**config.mk**
```make
export PLATFORM = sky130hd
export DESIGN_NAME = bwo_window
export DESIGN_NICKNAME = d
export VERILOG_FILES = /design/src/bwo_pkg.sv /design/src/bwo_xlate.sv /design/src/bwo_window.sv
export VERILOG_INCLUDE_DIRS = /design/src
export SDC_FILE = /design/constraint.sdc
export NUM_CORES = 1
export LEC_CHECK = 0
export BUFFER_PORTS_ARGS = -buffer_cell sky130_fd_sc_hd__buf_4
export CAP_MARGIN = 10
export CORE_MARGIN = 2
export CORE_UTILIZATION = 48
export CTS_CLUSTER_DIAMETER = 30
export DETAILED_ROUTE_END_ITERATION = 12
export PLACE_DENSITY = 0.76
export REMOVE_ABC_BUFFERS = 1
export SYNTH_ARGS = -nofsm -noshare
export SYNTH_HDL_FRONTEND = slang
export SYNTH_HIERARCHICAL = 1
export SYNTH_SLANG_ARGS = --single-unit
```
**constraint.sdc**
```tcl
create_clock -name clk_i -period 1.85 [get_ports clk_i]
set_input_delay 0.37 -clock clk_i [delete_from_list [all_inputs] [get_ports clk_i]]
set_output_delay 0.37 -clock clk_i [all_outputs]
set_load 0.005 [all_outputs]
```
**src/bwo_consts.svh**
```systemverilog
// register indices, field positions, reset values and widths
`ifndef BWO_CONSTS_SVH
`define BWO_CONSTS_SVH

// ==========================================================
// register indices on the indexed graphics port
`define BWO_IDX_MAP_SELECT 8'h06
`define BWO_IDX_OFFSET_ZERO 8'h09
`define BWO_IDX_OFFSET_ONE 8'h0a
`define BWO_IDX_MODE_EXT 8'h0b

// ==========================================================
// field positions
`define BWO_MAP_SEL_HI 3
`define BWO_MAP_SEL_LO 2
`define BWO_EXT_SECOND_EN 0
`define BWO_EXT_GRAN_SEL 5
`define BWO_EXT_MASK 8'h3f

// ==========================================================
// reset values
`define BWO_RST_OFFSET 8'h00
`define BWO_RST_MAP_SEL 2'h0
`define BWO_RST_MODE_EXT 8'h00

// ==========================================================
// address layout
`define BWO_ADDR_W 22
`define BWO_PAGE_LSB 12
`define BWO_HOST_BIT15 15

`endif

```
**src/bwo_pkg.sv**
```systemverilog
// types shared by the banked window offset logic
package bwo_pkg;

  typedef logic [7:0] bwo_byte_t;
  typedef logic [21:0] bwo_addr_t;

  // one-hot offset alignment
  typedef enum logic [1:0] {
    BWO_ALIGN_4K = 2'b01,
    BWO_ALIGN_16K = 2'b10
  } bwo_align_t;

endpackage

```
**src/bwo_xlate.sv**
```systemverilog
// combinational window address plus offset adder
`timescale 1ns/1ps
`include "bwo_consts.svh"

module bwo_xlate (
  // host side
  input wire logic [21:0] host_address_i,
  input wire logic keep_bit15_i,
  input wire bwo_pkg::bwo_align_t align_i,
  input wire logic [7:0] offset_i,
  // memory side
  output logic [21:0] display_memory_address_o
);

  logic [16:0] intermediate_window_address;
  logic [7:0] sum_4k;
  logic [9:0] sum_16k;
  logic [9:0] page;

  // bit 16 is always forced low; bit 15 only survives in one case
  assign intermediate_window_address = {1'b0,
    keep_bit15_i & host_address_i[15], host_address_i[14:0]};

  // 4k steps: offset bit 0 lands on address bit 12
  assign sum_4k = {3'h0, intermediate_window_address[16:12]}
                  + offset_i;

  // 16k steps: offset shifted up two, only bits 6:0 count
  assign sum_16k = {5'h00, intermediate_window_address[16:12]}
                   + {1'b0, offset_i[6:0], 2'h0};

  assign page = (align_i == bwo_pkg::BWO_ALIGN_16K) ?
                sum_16k : {2'h0, sum_4k};

  assign display_memory_address_o =
    {page, host_address_i[11:0]};

endmodule

```
**src/bwo_window.sv**
```systemverilog
// banked display memory window: offset registers and address translation
// Operation
// - offset zero is the one added unless second on and bit 15 set.
// - 4k granularity: first offset reaches 1 Mbyte in 4k steps.
// - granularity select one: offset bits 6:0 add at 20:14, 16k steps.
// - memory address is window address plus selected offset, wrapped to the adder width.
// - 64k map, second offset off: bit 16 zero, bit 15 from host.
// - otherwise bits 16 and 15 forced zero, bits 14:0 pass through.
// - at 4k alignment offset bit 0 adds at address bit 12.
// - second enabled and host bit 15 high selects the second offset.
// - at 16k alignment offset shifts up two, result spans bits 21:12.
`timescale 1ns/1ps
`include "bwo_consts.svh"

module bwo_window #(
  parameter int ADDR_W = `BWO_ADDR_W
) (
  // clock and reset
  input wire logic clk_i,
  input wire logic rst_n_i,
  // indexed register port
  input wire logic reg_wr_i,
  input wire logic reg_rd_i,
  input wire logic [7:0] reg_index_i,
  input wire logic [7:0] reg_wdata_i,
  output logic [7:0] reg_rdata_o,
  output logic reg_rvalid_o,
  // host access
  input wire logic host_req_i,
  input wire logic [ADDR_W-1:0] host_address_i,
  // display memory request
  output logic mem_req_o,
  output logic [ADDR_W-1:0] display_memory_address_o
);

  // ==========================================================
  // parameter check
  if (ADDR_W != 22) begin : g_bad_width
    $error("ADDR_W must be 22");
  end

  // ==========================================================
  // reset synchroniser
  logic rst_meta_q;
  logic rst_n_q;

  always_ff @(posedge clk_i or negedge rst_n_i) begin
    if (!rst_n_i) begin
      rst_meta_q <= 1'b0;
      rst_n_q <= 1'b0;
    end else begin
      rst_meta_q <= 1'b1;
      rst_n_q <= rst_meta_q;
    end
  end

  // ==========================================================
  // registers
  bwo_pkg::bwo_byte_t window_offset_zero_q;
  bwo_pkg::bwo_byte_t window_offset_one_q;
  bwo_pkg::bwo_byte_t graphics_mode_extension_q;
  logic [1:0] memory_map_select_q;

  function automatic logic hit(input logic [7:0] idx, input logic [7:0] sel);
    hit = (idx == sel);
  endfunction

  wire wr_off0 = reg_wr_i && hit(reg_index_i, `BWO_IDX_OFFSET_ZERO);
  wire wr_off1 = reg_wr_i && hit(reg_index_i, `BWO_IDX_OFFSET_ONE);
  wire wr_ext = reg_wr_i && hit(reg_index_i, `BWO_IDX_MODE_EXT);
  wire wr_map = reg_wr_i && hit(reg_index_i, `BWO_IDX_MAP_SELECT);

  always_ff @(posedge clk_i or negedge rst_n_q) begin
    if (!rst_n_q) begin
      window_offset_zero_q <= `BWO_RST_OFFSET;
      window_offset_one_q <= `BWO_RST_OFFSET;
      graphics_mode_extension_q <= `BWO_RST_MODE_EXT;
      memory_map_select_q <= `BWO_RST_MAP_SEL;
    end else begin
      if (wr_off0) window_offset_zero_q <= reg_wdata_i;
      if (wr_off1) window_offset_one_q <= reg_wdata_i;
      if (wr_ext) graphics_mode_extension_q <= reg_wdata_i & `BWO_EXT_MASK;
      if (wr_map) memory_map_select_q <=
        reg_wdata_i[`BWO_MAP_SEL_HI:`BWO_MAP_SEL_LO];
    end
  end

  // ==========================================================
  // readback; unmapped indices and reserved bits read zero
  logic [7:0] rd_mux;

  assign rd_mux =
    hit(reg_index_i, `BWO_IDX_OFFSET_ZERO) ? window_offset_zero_q :
    hit(reg_index_i, `BWO_IDX_OFFSET_ONE) ? window_offset_one_q :
    hit(reg_index_i, `BWO_IDX_MODE_EXT) ? graphics_mode_extension_q :
    hit(reg_index_i, `BWO_IDX_MAP_SELECT) ?
      {4'h0, memory_map_select_q, 2'h0} : 8'h00;

  always_ff @(posedge clk_i or negedge rst_n_q) begin
    if (!rst_n_q) begin
      reg_rdata_o <= 8'h00;
      reg_rvalid_o <= 1'b0;
    end else begin
      reg_rvalid_o <= reg_rd_i;
      if (reg_rd_i) reg_rdata_o <= rd_mux;
    end
  end

  // ==========================================================
  // window configuration decode
  wire second_offset_enable =
    graphics_mode_extension_q[`BWO_EXT_SECOND_EN];
  wire granularity_select = graphics_mode_extension_q[`BWO_EXT_GRAN_SEL];
  wire map_64k = (memory_map_select_q == 2'h0) ||
                 (memory_map_select_q == 2'h1);
  wire keep_bit15 = map_64k && !second_offset_enable;
  wire use_second = second_offset_enable &&
                    host_address_i[`BWO_HOST_BIT15];
  wire [7:0] sel_offset = use_second ? window_offset_one_q :
                          window_offset_zero_q;
  bwo_pkg::bwo_align_t align;
  assign align = granularity_select ? bwo_pkg::BWO_ALIGN_16K :
                 bwo_pkg::BWO_ALIGN_4K;

  logic [21:0] display_memory_address;

  bwo_xlate u_xlate (
    .host_address_i(host_address_i),
    .keep_bit15_i(keep_bit15),
    .align_i(align),
    .offset_i(sel_offset),
    .display_memory_address_o(display_memory_address)
  );

  // ==========================================================
  // registered memory request
  always_ff @(posedge clk_i or negedge rst_n_q) begin
    if (!rst_n_q) begin
      mem_req_o <= 1'b0;
      display_memory_address_o <= '0;
    end else begin
      mem_req_o <= host_req_i;
      if (host_req_i) begin
        display_memory_address_o <= display_memory_address;
      end
    end
  end

  // ==========================================================
  // assertions
  low_bits_pass_a: assert property (@(posedge clk_i) disable iff (!rst_n_q)
    host_req_i |=> display_memory_address_o[11:0] ==
      $past(host_address_i[11:0]))
    else $error("low address bits altered");

  first_offset_4k_a: assert property (@(posedge clk_i)
    disable iff (!rst_n_q)
    host_req_i && !granularity_select && !second_offset_enable
    && !wr_ext && !wr_off0 && !wr_map
    |=> display_memory_address_o[19:12] ==
      8'({3'h0, 1'b0, $past(map_64k) & $past(host_address_i[15]),
          $past(host_address_i[14:12])} + $past(window_offset_zero_q))
    )
    else $error("first offset sum wrong at 4k");

  reach_4k_a: assert property (@(posedge clk_i) disable iff (!rst_n_q)
    host_req_i && !granularity_select
    |=> display_memory_address_o[21:20] == 2'h0)
    else $error("4k window beyond 1 Mbyte");

  gran_16k_a: assert property (@(posedge clk_i) disable iff (!rst_n_q)
    host_req_i && granularity_select && !second_offset_enable
    && !map_64k
    |=> display_memory_address_o[21:12] ==
      10'({$past(host_address_i[14:12])}
          + {$past(window_offset_zero_q[6:0]), 2'h0}))
    else $error("16k sum wrong");

  offset7_ignored_a: assert property (@(posedge clk_i)
    disable iff (!rst_n_q)
    granularity_select |->
      display_memory_address[13:12] == host_address_i[13:12]
      && display_memory_address[21:14] ==
      8'({1'b0, keep_bit15 & host_address_i[15], host_address_i[14]}
         + {1'b0, sel_offset[6:0]}))
    else $error("16k alignment wrong");

  sum_registered_a: assert property (@(posedge clk_i)
    disable iff (!rst_n_q)
    host_req_i |=> display_memory_address_o ==
      $past(display_memory_address))
    else $error("memory address not the sum");

  bit16_zero_a: assert property (@(posedge clk_i) disable iff (!rst_n_q)
    memory_map_select_q < 2'h2 && !second_offset_enable |->
      u_xlate.intermediate_window_address ==
      {1'b0, host_address_i[15:0]})
    else $error("window bit 16 or 15 wrong in 64k map");

  bit15_forced_a: assert property (@(posedge clk_i)
    disable iff (!rst_n_q)
    (second_offset_enable || !map_64k) |->
      u_xlate.intermediate_window_address[16:15] == 2'h0)
    else $error("window bit 15 not forced low");

  align_4k_a: assert property (@(posedge clk_i) disable iff (!rst_n_q)
    !granularity_select |-> display_memory_address[21:20] == 2'h0
      && display_memory_address[19:12] ==
      8'({3'h0, u_xlate.intermediate_window_address[16:12]}
         + sel_offset))
    else $error("4k alignment wrong");

  second_sel_a: assert property (@(posedge clk_i) disable iff (!rst_n_q)
    second_offset_enable && host_address_i[15]
    |-> sel_offset == window_offset_one_q)
    else $error("second offset not selected");

  req_follows_a: assert property (@(posedge clk_i) disable iff (!rst_n_q)
    host_req_i |=> mem_req_o)
    else $error("request not forwarded");

  ext_reserved_a: assert property (@(posedge clk_i) disable iff (!rst_n_q)
    wr_ext |=> graphics_mode_extension_q[7:6] == 2'h0)
    else $error("reserved bits stored");

  second_window_c: cover property (@(posedge clk_i) disable iff (!rst_n_q)
    host_req_i && use_second);
  gran_16k_c: cover property (@(posedge clk_i) disable iff (!rst_n_q)
    host_req_i && granularity_select);
  bit15_kept_c: cover property (@(posedge clk_i) disable iff (!rst_n_q)
    host_req_i && keep_bit15 && host_address_i[15]);

endmodule

```
## After elaboration in Yosys (flattened, before gate mapping)

Cells that the tools add are included.

| word-level totals | value |
|---|---|
| register bits after elaboration | 58 |
| latch bits | 0 |
| bits in writable memories | 0 |
| memory bits (read-only) | 0 |
| input bits | 43 |
| output and inout port bits | 32 |
| logic and storage cells | 35 |
| memories kept | 0 |

| operators by class | value |
|---|---|
| add/subtract/negate cells | 2 |
| multipliers | 0 |
| div/mod/pow operators | 0 |
| magnitude comparators | 0 |
| equality and inequality tests | 6 |
| shifts and indexed selects | 0 |
| multiplexer cells | 7 |
| bitwise operators | 1 |
| reduce and logical (&&, ||, !) cells | 9 |

Operator list:

| cell | count |
|---|---|
| 8-bit by 4-bit == test with 1-bit output, second input constant | 3 |
| 8-bit 2-to-1 mux | 3 |
| 4-bit by 9-bit adder with 10-bit output | 1 |
| 10-bit 2-to-1 mux | 1 |
| 4-bit by 8-bit adder with 8-bit output | 1 |
| 8-bit by 3-bit == test with 1-bit output, second input constant | 1 |
| 1-bit logical AND | 6 |
| 6-bit 2-to-1 mux | 1 |
| 4-bit 2-to-1 mux | 1 |
| 2-bit by 1-bit == test with 1-bit output, second input constant | 1 |
| 2-bit == test, second input constant | 1 |
| 2-bit logical NOT | 1 |
| 2-bit 2-to-1 mux | 1 |
| 1-bit AND | 1 |
| 1-bit logical NOT | 1 |
| 1-bit logical OR | 1 |

## Logic depth before layout (Yosys ltp)

Gate-level depths: netlist (run 1).

| logic depth | value |
|---|---|
| depth after elaboration | 6 |
| gate-level depth with buffers | 11 |
| mapped depth without buffers | 11 |

## By module

The synthesis (run 1) kept the hierarchy.

By module, submodules not included:

| module | instances | cells each | area an instance (µm²) | seq. area each (µm²) |
|---|---|---|---|---|
| bwo_window | 1 | 171 | 2479.9 | 1451.4 |
| bwo_xlate | 1 | 78 | 549.3 | 0.0 |

## Worst setup path after synthesis (run 1)

No wires, ideal clock.

| timing path | value |
|---|---|
| kind | flip-flop to flip-flop |
| start point | register graphics_mode_extension_q[0] |
| end point | register display_memory_address_o[19] |
| setup time | 0.125 ns |
| data arrival time | 2.300 ns |
| data required time | 1.725 ns |
| setup slack | -0.575 ns |
| stages on the path, launching flop included | 10 |
| buffers on the path | 0 |
| period minus slack after synthesis | 2.425 ns |
| cells stage by stage | dfrtp_1 > nand2_1 > mux2_2 > ha_1 > a21oi_1 > a31oi_1 > o21bai_1 > xor2_1 > mux2i_1 > mux2_2 |

| between the ends | value |
|---|---|
| elaborated cells on any way between the ends | 8 |
| those cells by class | add/sub (2); mux (2); bitwise (1); reduce/logical (3) |

RTL lines:

| what | RTL line | source |
|---|---|---|
| start, declared | bwo_window.sv:61 | `bwo_pkg::bwo_byte_t graphics_mode_extension_q;` |
| start signal, assigned | bwo_window.sv:77 | `` graphics_mode_extension_q <= `BWO_RST_MODE_EXT; `` |
| start signal, assigned | bwo_window.sv:82 | `` if (wr_ext) graphics_mode_extension_q <= reg_wdata_i & `BWO_EXT_MASK; `` |
| 1-bit logical AND * | bwo_window.sv:117 | `wire use_second = second_offset_enable &&` |
| 8-bit 2-to-1 mux * | bwo_window.sv:119 | `wire [7:0] sel_offset = use_second ? window_offset_one_q :` |
| named net sel_offset[2] | bwo_window.sv:119 |  |
| 4-bit by 9-bit adder with 10-bit output or 4-bit by 8-bit adder with 8-bit output (tied branches) | bwo_xlate.sv:30, bwo_xlate.sv:26 |  |
| 10-bit 2-to-1 mux * | bwo_xlate.sv:32 | `assign page = (align_i == bwo_pkg::BWO_ALIGN_16K) ?` |
| named net display_memory_address[19] | bwo_window.sv:125 | `logic [21:0] display_memory_address;` |
| end signal, assigned | bwo_window.sv:144 | `display_memory_address_o <= display_memory_address;` |
| end, declared | bwo_window.sv:33 | `output logic [ADDR_W-1:0] display_memory_address_o` |

Mark *: on every way through the listed nets, which the timed path passes. The rest lies on a longest branch.
A chain may end at the register's enable or synchronous reset.

## Worst setup path in the final report (run 1)

| timing path | value |
|---|---|
| start point | register graphics_mode_extension_q[0] |
| end point | register display_memory_address_o[18] |

The elaborated chain is that of the path after synthesis.

==> results of run 1 <==
==> critical path, stage by stage, from the launching register on <==
cell	delay (ps)
sky130_fd_sc_hd__dfrtp_1	440
sky130_fd_sc_hd__nand2_4	110
sky130_fd_sc_hd__mux2_4	240
sky130_fd_sc_hd__ha_4	130
sky130_fd_sc_hd__inv_2	30
sky130_fd_sc_hd__fa_2	330
sky130_fd_sc_hd__nand2b_4	160
sky130_fd_sc_hd__a22oi_2	170
sky130_fd_sc_hd__nand4_1	140
sky130_fd_sc_hd__xor2_1	160
sky130_fd_sc_hd__a21oi_1	80
sky130_fd_sc_hd__mux2_4	260
==> where the power goes <==
part	total (uW)	internal (uW)	switching [uW]
registers	1400	1350	56.7
clock network	1260	771	484
logic	528	312	217
==> per-stage QoR <==
step / cells / area, um2 / power (uW) / hold WS (ps)
2_1_floorplan: 228 / 2890 / 1600 / 74.4
3_3_place_gp: 406 / 3800 / 1860 / 154
3_5_place_dp: 406 / 3800 / 1880 / 153
4_1_cts: 426 / 4150 / 3160 / 239
5_1_grt: 429 / 4260 / 3320 / 237
6_report: 429 / 4260 / 3190 / 244
==> final timing paths <==
| kind | cells after the start | slack (ps) | to | startpoint |
|---|---|---|---|---|
| min in group clk_i | 1 | 250 | reg_rvalid_o$_DFF_PN0_ | reg_rd_i |
| worst min-delay path | 0 | 240 | display_memory_address_o[7]$_DFFE_PN0P_ | rst_n_q$_DFF_PN0_ |
| worst min register to register | 0 | 240 | display_memory_address_o[7]$_DFFE_PN0P_ | rst_n_q$_DFF_PN0_ |
| max in group asynchronous | 1 | 1050 | graphics_mode_extension_q[2]$_DFFE_PN0P_ | rst_n_q$_DFF_PN0_ |
| worst max-delay path | 11 | -530 | display_memory_address_o[18]$_DFFE_PN0P_ | graphics_mode_extension_q[0]$_DFFE_PN0P_ |
| worst max register to register | 11 | -530 | display_memory_address_o[18]$_DFFE_PN0P_ | graphics_mode_extension_q[0]$_DFFE_PN0P_ |
==> cells in the mapped netlist, types with 2 or more instances <==
| cell type | instances | area (um2) |
|---|---|---|
| sky130_fd_sc_hd__xnor2_1 | 6 | 52.6 |
| sky130_fd_sc_hd__o211ai_1 | 2 | 15.0 |
| sky130_fd_sc_hd__a21oi_1 | 10 | 50.1 |
| sky130_fd_sc_hd__nand4_1 | 2 | 12.5 |
| sky130_fd_sc_hd__o22ai_1 | 7 | 43.8 |
| sky130_fd_sc_hd__mux2i_1 | 2 | 20.0 |
| sky130_fd_sc_hd__buf_1 | 2 | 7.51 |
| sky130_fd_sc_hd__buf_2 | 4 | 20.0 |
| sky130_fd_sc_hd__ha_1 | 5 | 62.6 |
| sky130_fd_sc_hd__xor2_1 | 6 | 52.6 |
| sky130_fd_sc_hd__dfrtp_1 | 58 | 1450 |
| sky130_fd_sc_hd__nand3b_1 | 2 | 15.0 |
| sky130_fd_sc_hd__mux2_2 | 59 | 664 |
| sky130_fd_sc_hd__a22oi_1 | 7 | 52.6 |
| sky130_fd_sc_hd__nand3_1 | 5 | 25.0 |
| sky130_fd_sc_hd__clkbuf_1 | 2 | 7.51 |
| sky130_fd_sc_hd__buf_4 | 12 | 90.1 |
| sky130_fd_sc_hd__nor2_1 | 9 | 33.8 |
| sky130_fd_sc_hd__nor2b_1 | 2 | 12.5 |
| sky130_fd_sc_hd__inv_1 | 14 | 52.6 |
| sky130_fd_sc_hd__nand3_4 | 2 | 35.0 |
| sky130_fd_sc_hd__a31oi_1 | 3 | 18.8 |
| sky130_fd_sc_hd__nand2_1 | 6 | 22.5 |
| sky130_fd_sc_hd__nand2b_1 | 3 | 18.8 |
==> cell type report <==
| type | instances | area [um2] |
|---|---|---|
| Fill cell | 435 | 1760 |
| Multi-Input combinational cell | 156 | 1570 |
| Sequential cell | 58 | 1450 |
| Timing Repair Buffer | 110 | 877 |
| Clock buffer | 15 | 186 |
| Tap cell | 75 | 93.8 |
| Inverter | 14 | 55.1 |
| Clock inverter | 1 | 30.0 |
==> sequential cells by signal (all words and copies together) (netlist names) <==
name,cells
display_memory_address_o,22
reg_rdata_o,8
window_offset_one_q,8
window_offset_zero_q,8
graphics_mode_extension_q,6
memory_map_select_q,2
mem_req_o,1
reg_rvalid_o,1
rst_meta_q,1
rst_n_q,1
==> per-layer routing <==
metal	global-route usage (%)	routed length (um)	vias up
met3	5.86	349	14
met2	37.0	3860	63
li1	-	-	1075
met1	25.8	3050	1134
met5	0	0	-
met4	8.36	153	0
==> kinds of logic after synthesis <==
logic type,Yosys count,share of synthesized area [%]
AO/OA/AOI/OAI,34,7.31
adder cells (fa/ha/maj),7,3.10
multiplexers,61,22.6
flip-flops,58,47.9
other,1,0.124
AND/OR/NAND/NOR,41,9.25
XOR/XNOR,12,3.47
buffers and inverters,35,6.24
==> timing repair <==
| action | 4_1_cts | 5_1_grt |
|---|---|---|
| hold buffers | 1 | 0 |
| pin swaps | 10 | 16 |
| buffers inserted | 3 | 5 |
| endpoints found under the hold margin | 2 | 0 |
| resized for setup | 25 | 19 |
| setup endpoints to repair | 9 | 9 |
==> results by stage, run 1 <==
Cells and area:
- The synthesis-to-layout area growth is 40.7%.
- The share of cells above drive strength 1 is 61.0%.
- In the layout the commonest cells are sky130_fd_sc_hd__buf_4, sky130_fd_sc_hd__dfrtp_1, sky130_fd_sc_hd__mux2_2, sky130_fd_sc_hd__clkbuf_8, sky130_fd_sc_hd__inv_1.
- The repair_antennas step left the layout with diodes totalling 0.
- The final core area utilization is 70.7%.
- The net count of the finished layout is 398.
- The library cell used most frequently in the layout, excluding fill and tap cells, is sky130_fd_sc_hd__buf_4.

Timing:
- For this run, the top clock speed supported by timing is 421 MHz.
- After layout, the worst setup slack is -525 ps.
- Dividing the final minimum period by the clock period gives 128%.
- The count of final max-slew check failures is 0.
- Setup repair after global routing could not meet its margin everywhere.
- The worst slew margin relative to its limit is 65.7%.
- The measured slew at the worst slew-check pin is 514 ps.
- The total negative slack is -3210 ps.
- On the final layout, the worst clock skew is 6.68 ps.
- Setup violations remaining at the end of the flow were counted as 9.
- The final number of hold-violating endpoints is 0.
- For the finished layout, the period the worst path requires is 2380 ps.

GRT:
- The initial antenna violation count is 0.
- The total global-route track usage is 21.6%.
- The wire length of the first global-routing pass is 11,700 um.
- The via count of the first global-routing pass came to 2,412.
- The maximum number of pins on one net before global-route repair is 36.
- The total overflow left after global routing is 0.

Clocking:
- The insertion delay to the later sink of the worst-skew pair is 330 ps.
- Clock-pin slew was measured on the worst setup and hold paths at 60 ps.
- The CTS tree is yes.
- The maximum buffer depth of the clock tree is 2.
- The number of clock buffers added by TritonCTS is 9.
- The count of H-tree levels built during CTS is 3.
- The cell at the root of the clock tree is sky130_fd_sc_hd__clkbuf_8.
- The sink count of the clock tree is 58.

Worst setup path:
- The worst setup path is of the reg2reg kind.
- The worst setup path is launched from a flip-flop.
- The data arrival at the endpoint of the critical path is 2590 ps.
- In this run the worst path has a maximum fanout of 5.
- The required time of the worst setup path is 2070 ps.
- The type of element capturing the critical path is a flip-flop.

Synth:
- The share of the yosys chip area belonging to registers is 47.9%.
- The cell area after technology mapping is 3030 um2.
- Dividing the synthesized area by the synthesized cell count gives 12.2 um2.
- The warning count from the yosys run is 6.
- Counting flops with a built-in enable in the synthesized netlist gives 0.
- In the synthesized netlist, the number of instances is 249.
- Counting distinct cell types in the post-synthesis netlist gives 43.
- The fraction of registers with async set or reset after synthesis is 100%.
- The most used flip-flop cell after synthesis is sky130_fd_sc_hd__dfrtp_1.
- The register bit count reported by yosys is 58.

Pwr:
- For this design the ratio of total power to cell area is 748 nW/um2.
- The maximum ir drop on the vdd rail is 0.528 mV.
- The leakage power is 0.00204 uW.

Floorplan:
- In this run the vertical extent of the chip is 83.4 um.
- The initial utilization of the core area, before any placement, comes to 50.3%.
- The overall die area is 6960 um2.
- The core region is 6030 um2.
- In this run the horizontal extent of the chip is 83.4 um.
- The number of rows created at floorplan is 28.
- The I/O pin count is 75.

Detailed routing:
- The via-per-instance ratio is 5.33.
- For this run, the detailed router's first-pass iteration total came to 4.
- The routed layout has 2,286 vias.
- The per-cell routed wire length is 17.3 um.
- The total wire length is 7410 um.
- After the first detailed-routing iteration, the DRC count stood at 113.
- The count of nets left with antenna violations once routing finished came out at 0.
- The DRC violation count after routing is 0.

Place:
- Timing analysis after detailed placement gives a worst setup slack of -728 ps.
- Routability-driven placement finished with a final weighted congestion of 0.865.
- During placement, the flow inserted port buffers numbering 68.
- The half-perimeter wire length of the detailed placement result is 5000 um.

Outcome:
- The checks that failed: negative setup slack.
- The run finished, with violations left.

Run:
- The max-capacitance violation count is 0.

Worst hold path:
- The worst hold path class is reg2async.
Note: power is estimated with default switching activity, not from simulation.
==> inputs of run 2 (changes only) <==
Settings changed: CORE_MARGIN 2 to 5, SETUP_SLACK_MARGIN set to 0.2.
==> run 2 against run 1 <==
Sequential share of layout area down 0.19 points. Die area grew 15%. Critical path depth is 1 higher. Sequential cell count unchanged. Via count up 0.52%. Core utilization shrank 2.1 points. The flow still finishes with violations (negative setup slack). Sequential power about the same. Largest cell class unchanged. Final area grew 0.56%.
==> results by stage, run 2 (synthesized netlist as in run 1, its figures left out) <==
Floorplan:
- The area of the core is 6240 um2.
- The starting density of the core is 48.5%.
- The die is 89.4 um wide.
- From bottom edge to top edge, the die measures 89.4 um.
- The overall die area is 8000 um2.
- The I/O pin count is 75.
- The number of rows created at floorplan is 29.

GRT:
- The maximum number of pins on one net before global-route repair is 38.
- The initial antenna violation count is 0.
- The total overflow left after global routing is 0.
- The via count of the first global-routing pass came to 2,374.
- The first global-routing pass estimated 11,800 um of wire.
- Global routing consumed, over all layers together, 19.8% of the routing resources.

Clocking:
- The clock-pin slew on the worst setup and hold paths is 70 ps.
- The insertion delay to the later sink of the worst-skew pair is 330 ps.
- The cell at the root of the clock tree is sky130_fd_sc_hd__clkbuf_8.
- The count of H-tree levels built during CTS is 3.
- The sink count of the clock tree is 58.
- TritonCTS built the clock tree.
- No sink is reached through more buffers than the 2 on the longest clock path.
- The number of clock buffers inserted by TritonCTS is 9.

Pwr:
- Per report_power, the clock group accounts for 41.9% of the total.
- The switching share of power is 23.8%.
- The total net switching power is 788 uW.
- The total power divided by cell area is 772 nW/um2.
- The maximum ir drop on the vdd rail is 0.480 mV.
- The leakage power is 0.00205 uW.
- The design internal power is 2520 uW.
- Sequential cells burn 42.2% of the power.
- The combinational fraction of design power is 15.9%.

Detailed routing:
- The iteration count of the initial detailed-routing pass is 4.
- The total number of vias is 2,298.
- The routed design has 7560 um of wire.
- After detailed routing, the number of remaining DRC violations is 0.
- Dividing the detail-routed via count by the number of cells gives 5.29.
- In the final routed layout, each cell accounts on average for 17.4 um.
- In this run, the number of DRC markers left after iteration 0 of detailed routing was 73.
- The number of nets with antenna violations after routing is 0.

Worst hold path:
- The path class of the tightest hold or removal check is reg2async.

Worst setup path:
- The worst register-to-register path has a setup slack of -440 ps.
- STA classifies the critical path startpoint as a flip-flop.
- The maximum fanout along the worst path is 3.
- The number of cell instances on the worst register-to-register path is 12.
- The type of element capturing the critical path is a flip-flop.
- The startpoint of the lowest-slack register-to-register path is graphics_mode_extension_q[0]$_DFFE_PN0P_.
- Counting both buffers and inverters, the worst setup path holds a total of 5.
- The slowest library cell on the worst path is sky130_fd_sc_hd__fa_2.
- The critical register-to-register path endpoint is display_memory_address_o[14]$_DFFE_PN0P_.
- On the critical path the largest part of the delay comes from adder cells.
- The signal on the critical path passes through nand2_2 -> mux2_4 -> ha_4 -> inv_2 -> fa_2 -> buf_4 -> buf_6 -> buf_6 -> buf_6 -> xor2_2 -> a21oi_1 -> mux2_2.
- The delay contributed by the slowest stage of the critical path is 390 ps.
- The cell repeated most along the worst path is sky130_fd_sc_hd__buf_6.
- The critical path is of the reg2reg type.
- The number of cells on the critical path is 12.
- The required time of the worst setup path is 2070 ps.
- The data arrival at the endpoint of the critical path is 2510 ps.

Timing:
- For the finished layout, the period the worst path requires is 2290 ps.
- The count of final max-slew check failures is 0.
- The worst path uses 124% of the clock period.
- The final number of hold-violating endpoints is 0.
- The number of setup violations in the final report is 8.
- Across the routed clock network, the largest skew measured is 8.56 ps.
- Setup repair after global routing could not meet its margin everywhere.
- Based on the critical path, the design can be clocked at up to 436 MHz.
- The final worst slack is -444 ps.

Cells and area:
- The register with the most flip-flops in the layout has 22 of them.
- The multi-input gate area in the final layout is 1560 um2.
- The filler cells instantiated in the layout total 444.
- At the end of the flow, the number of nets in the layout was 401.
- The register bank with the most flops is display_memory_address_o.
- The number of diodes added for antenna fixing is 0.
- The leading cell type in the layout, fill and taps excluded is sky130_fd_sc_hd__buf_4.
- After routing the design area is 4290 um2.
- The sequential cells in the finished layout cover a total of 1450 um2.
- The post-route netlist has 61.3% of its cells at a drive strength greater than 1.
- In the layout the commonest cells are sky130_fd_sc_hd__buf_4, sky130_fd_sc_hd__dfrtp_1, sky130_fd_sc_hd__mux2_2, sky130_fd_sc_hd__clkbuf_8, sky130_fd_sc_hd__inv_1.
- Compared with the post-synthesis result, the final layout area differs by 41.5%.

Place:
- The congestion estimate from routability-driven global placement came to 0.862.
- Summing all placed instances gives a cell area of 3780 um2.
- The pre-CTS setup slack is -699 ps.
- The wire-length estimate of the detail-placed layout is 5310 um.
- The number of I/O port buffers is 68.

Outcome:
- The run finished, with violations left.
- The checks that failed: negative setup slack.

Run:
- Max-cap violations in this run came to 0.
## run 2: cell count changes in the layout (fill, tap and decap cells not counted), moves of 2 or more
cell and delta:
sky130_fd_sc_hd__nor2_1 +2, sky130_fd_sc_hd__clkbuf_1 -2, sky130_fd_sc_hd__nor2_2 -3, sky130_fd_sc_hd__buf_4 +4, sky130_fd_sc_hd__buf_12 -2
## run 2: power groups by stage
| stage | Combinational (uW) | Clock, uW | Sequential, uW |
|---|---|---|---|
| finish | 526 | 1390 | 1400 |
| global route | 568 | 1470 | 1410 |
| CTS | 504 | 1410 | 1400 |
| detailed placement | 458 | 0 | 1420 |
| global placement | 445 | 0 | 1420 |
| floorplan | 178 | 0 | 1430 |
## run 2: area by class of cell
class,instances,share of cell area [%]
inverter,14,1.34
clock buffer,12,3.85
clock inverter,4,1.69
multi-input combinational,156,36.5
timing repair buffer,113,20.5
sequential,58,33.9
tap,77,2.25
## run 2: metal layers
| layer | wire length (um) | share of wire [%] | vias to the layer above | track usage, % |
|---|---|---|---|---|
| met5 | 0 | 0 | - | 0 |
| met4 | 146 | 1.9 | 0 | 8.39 |
| met2 | 3960 | 52 | 50 | 32.1 |
| met1 | 3140 | 42 | 1157 | 25.4 |
| met3 | 314 | 4.2 | 12 | 4.79 |
| li1 | - | - | 1079 | - |
## run 2: how the worst max path moves through the flow
stage | from | slack [ps] | end
6_report | graphics_mode_extension_q[0]$_DFFE_PN0P_ | -440 | display_memory_address_o[14]$_DFFE_PN0P_
5_1_grt | graphics_mode_extension_q[0]$_DFFE_PN0P_ | -520 | display_memory_address_o[19]$_DFFE_PN0P_
4_1_cts | graphics_mode_extension_q[0]$_DFFE_PN0P_ | -460 | display_memory_address_o[18]$_DFFE_PN0P_
3_5_place_dp | host_address_i[15] | -700 | display_memory_address_o[18]$_DFFE_PN0P_
3_3_place_gp | host_address_i[15] | -640 | display_memory_address_o[18]$_DFFE_PN0P_
2_1_floorplan | graphics_mode_extension_q[0]$_DFFE_PN0P_ | -590 | display_memory_address_o[19]$_DFFE_PN0P_
## run 2: metrics by stage
stage	total power [uW]	instances	hold slack [ps]	TNS, ps	utilization (%)
final	3310	434	221	-2850	68.7
after global routing	3440	434	245	-3520	68.7
after CTS	3310	432	241	-2960	67.3
after detailed placement	1880	408	154	-4760	60.5
after global placement	1860	408	152	-4200	60.5
after floorplan	1600	228	74.4	-3400	-
## run 2: worst register-to-register path, stage by stage, from the launching register on
cell and delay (ps):
sky130_fd_sc_hd__dfrtp_1 360, sky130_fd_sc_hd__nand2_2 80, sky130_fd_sc_hd__mux2_4 230, sky130_fd_sc_hd__ha_4 130, sky130_fd_sc_hd__inv_2 40, sky130_fd_sc_hd__fa_2 390, sky130_fd_sc_hd__buf_4 140, sky130_fd_sc_hd__buf_6 100
sky130_fd_sc_hd__buf_6 100, sky130_fd_sc_hd__buf_6 110, sky130_fd_sc_hd__xor2_2 160, sky130_fd_sc_hd__a21oi_1 80, sky130_fd_sc_hd__mux2_2 260
## run 2: what timing repair did
item,CTS,global route
setup endpoints to repair,10,10
setup buffers,7,2
endpoints found under the hold margin,2,0
pin swaps,18,13
gates resized for setup,29,13
hold buffers,1,0
==> inputs of run 3 (changes only) <==
Settings changed: PLACE_DENSITY 0.76 to 0.82.
==> run 3 against run 2 <==
The flow still finishes with violations (negative setup slack). Hold slack better by 3.3 ps. Setup slack lost 43 ps. Non-clock buffer count down 1. Global-route usage barely moved. Final area decreased by 1.1%. Core utilization shrank 0.78 points. Sequential power barely moved. Routed wire length up 4.3%. Power shrank 6.0%. Largest power group unchanged.
==> results by stage, run 3 (synthesized netlist as in run 1, its figures left out) <==
Outcome:
- The run finished, with violations left.
- The final reports fail on negative setup slack.

Worst setup path:
- In this run the number of cells on the critical path is 12.
- The required time of the worst setup path is 2070 ps.
- The type of element launching the critical path is a flip-flop.
- The maximum fanout along the worst path is 4.
- By startpoint and endpoint, the worst setup path is classified as reg2reg.
- The cell that appears most often on the critical path is sky130_fd_sc_hd__mux2_4.
- The family of cells with the greatest summed delay on the critical path is multiplexers.
- The slowest library cell on the worst path is sky130_fd_sc_hd__dfrtp_1.
- The buffer and inverter count on the worst path is 2.
- Traced cell by cell, the critical path runs through nand2_4 -> mux2_4 -> ha_4 -> inv_2 -> fa_2 -> nand2b_4 -> a22oi_2 -> buf_4 -> a21oi_2 -> nor2b_1 -> a21oi_1 -> mux2_4.
- The type of element capturing the critical path is a flip-flop.
- Measured in cells, the most critical reg-to-reg path has a length of 12.
- Data on the critical path arrives at its endpoint at 2560 ps.
- The delay contributed by the slowest stage of the critical path is 400 ps.

Timing:
- The final number of hold-violating endpoints is 0.
- Clock skew on the completed layout was measured at 10.7 ps.
- Setup total negative slack on the finished layout was measured at -2960 ps.
- Setup repair after global routing could not meet its margin everywhere.
- Hold timing on the final database bottoms out at a slack of 225 ps.
- Timing would allow up to 428 MHz.
- Of the available clock period, the critical path in the final layout requires 126%.
- The count of final max-slew check failures is 0.
- The post-layout minimum cycle time is 2340 ps.
- The number of setup violations in the final report is 8.
- The final worst slack is -487 ps.

Place:
- The number of I/O port buffers is 68.
- The HPWL after detailed placement is 5230 um.
- Once placement finished, the instance area stood at 3800 um2.
- At the end of routability-driven placement, the weighted congestion stood at 0.852.

Cells and area:
- The register bank with the most flops is display_memory_address_o.
- 0 antenna diodes ended up in the layout.
- For this run, the post-layout net count is 400.
- The register cell area after layout is 1450 um2.
- In the final layout, the share of cells above drive strength 1 is 61.3%.
- The top cell types in the final layout, fill and taps aside, are sky130_fd_sc_hd__buf_4, sky130_fd_sc_hd__dfrtp_1, sky130_fd_sc_hd__mux2_2, sky130_fd_sc_hd__mux2_4.
- The multi-input combinational cells in the finished layout cover a total of 1560 um2.
- The synthesis-to-layout area growth is 39.9%.
- The layout has 440 filler cells.
- The library cell used most frequently in the layout, excluding fill and tap cells, is sky130_fd_sc_hd__buf_4.
- The number of flip-flops in the largest register is 22.
- The final design area excluding fillers is 4240 um2.

Clocking:
- The H-tree was split into 3 levels.
- TritonCTS built the clock tree.
- The maximum buffer depth of the clock tree is 2.
- The clock-pin slew on the worst setup and hold paths is 70 ps.
- The number of clock buffers inserted by TritonCTS is 9.
- The tree built by TritonCTS fans out to 58 sinks.
- Clock latency on the worst-skew pair, taken at its later pin, is 340 ps.
- The cell at the root of the clock tree is sky130_fd_sc_hd__clkbuf_8.

Detailed routing:
- The routed design has 7890 um of wire.
- The DRC violation count after routing is 0.
- After the first detailed-routing iteration, the DRC count stood at 108.
- The final route contains 2,337 vias.
- After detailed routing, the average wire length per cell comes to 18.3 um.
- The routed metal-1 wirelength is 3160 um.
- Dividing the detail-routed via count by the number of cells gives 5.42.
- The pre-antenna-repair detailed-routing pass consisted of 4 iterations.
- The total length of routed met3 wires is 438 um.
- Once detail routing completed, the nets flagged for antenna violations numbered 0.
- The detailed-routed wire length on met2 is 4120 um.
- The topmost layer with routed signal wires is met4.

Floorplan:
- The chip width is 89.4 um.
- The floorplan has 29 rows.
- The initial utilization of the core area, before any placement, comes to 48.5%.
- The region available for standard cell placement spans 6240 um2.
- The overall die height is 89.4 um.
- The overall die area is 8000 um2.
- The I/O pin count is 75.

GRT:
- The total global-route track usage is 19.8%.
- Entering global routing, the biggest net connects 37 pins.
- The wire length of the first global-routing pass is 11,800 um.
- The initial antenna violation count is 0.
- The total overflow reported by the global router is 0.
- The via count of the first global-routing pass is 2,427.

Pwr:
- The leakage power is 0.00205 uW.
- The worst-case IR drop observed on VDD is 0.504 mV.
- The total power divided by cell area is 734 nW/um2.

Run:
- The max-capacitance violation count is 0.

Worst hold path:
- The worst hold path class is reg2async.
-- run 3: cell types whose count changed in the layout (fill, tap and decap cells not counted), sizes merged --
cell      change
buf           -1
bufinv        -1
clkbuf        -1
clkinv        +1
clkinvlp      -1
-- run 3: cell type report --
class / count / area share (%)
multi-input combinational: 156 / 36.8
sequential: 58 / 34.3
timing repair buffer: 112 / 20.8
clock buffer: 11 / 3.57
tap: 77 / 2.27
inverter: 14 / 1.30
clock inverter: 3 / 0.945
-- run 3: repair_timing --
item	CTS	global route
hold buffers	1	0
pin swaps	16	8
cloned	0	0
endpoints found under the setup margin	10	10
endpoints found under the hold margin	2	0
buffers inserted	4	2
resized for setup	29	16
-- run 3: report_power, final --
part | leakage (uW) | total, uW | switching [uW] | internal, uW
registers | 0.000757 | 1400 | 56.0 | 1350
logic | 0.00119 | 535 | 219 | 316
clock network | 0.000101 | 1170 | 498 | 676
total | 0.00205 | 3110 | 773 | 2340
-- run 3: worst paths after layout --
check	slack (ps)	endpoint	start
hold / removal	220	display_memory_address_o[18]$_DFFE_PN0P_	rst_n_q$_DFF_PN0_
setup reg to reg	-490	display_memory_address_o[16]$_DFFE_PN0P_	graphics_mode_extension_q[0]$_DFFE_PN0P_
max in group asynchronous	1070	display_memory_address_o[17]$_DFFE_PN0P_	rst_n_q$_DFF_PN0_
hold reg to reg	220	display_memory_address_o[18]$_DFFE_PN0P_	rst_n_q$_DFF_PN0_
min in group clk_i	240	reg_rvalid_o$_DFF_PN0_	reg_rd_i
setup / recovery	-490	display_memory_address_o[16]$_DFFE_PN0P_	graphics_mode_extension_q[0]$_DFFE_PN0P_
-- run 3: layer usage --
metal | GRT usage [%] | vias to the layer above
met5 | 0 | -
met4 | 7.58 | 0
met3 | 5.53 | 18
met2 | 33.2 | 76
met1 | 24.4 | 1169
li1 | - | 1074
-- run 3: metrics by stage --
step	util [%]	cells	total power (uW)	setup WS (ps)
after floorplan	-	228	1600	-587
after global placement	60.9	410	1870	-661
after detailed placement	60.9	410	1880	-753
after CTS	66.7	429	3100	-488
after global routing	67.9	431	3250	-578
final	67.9	431	3110	-487
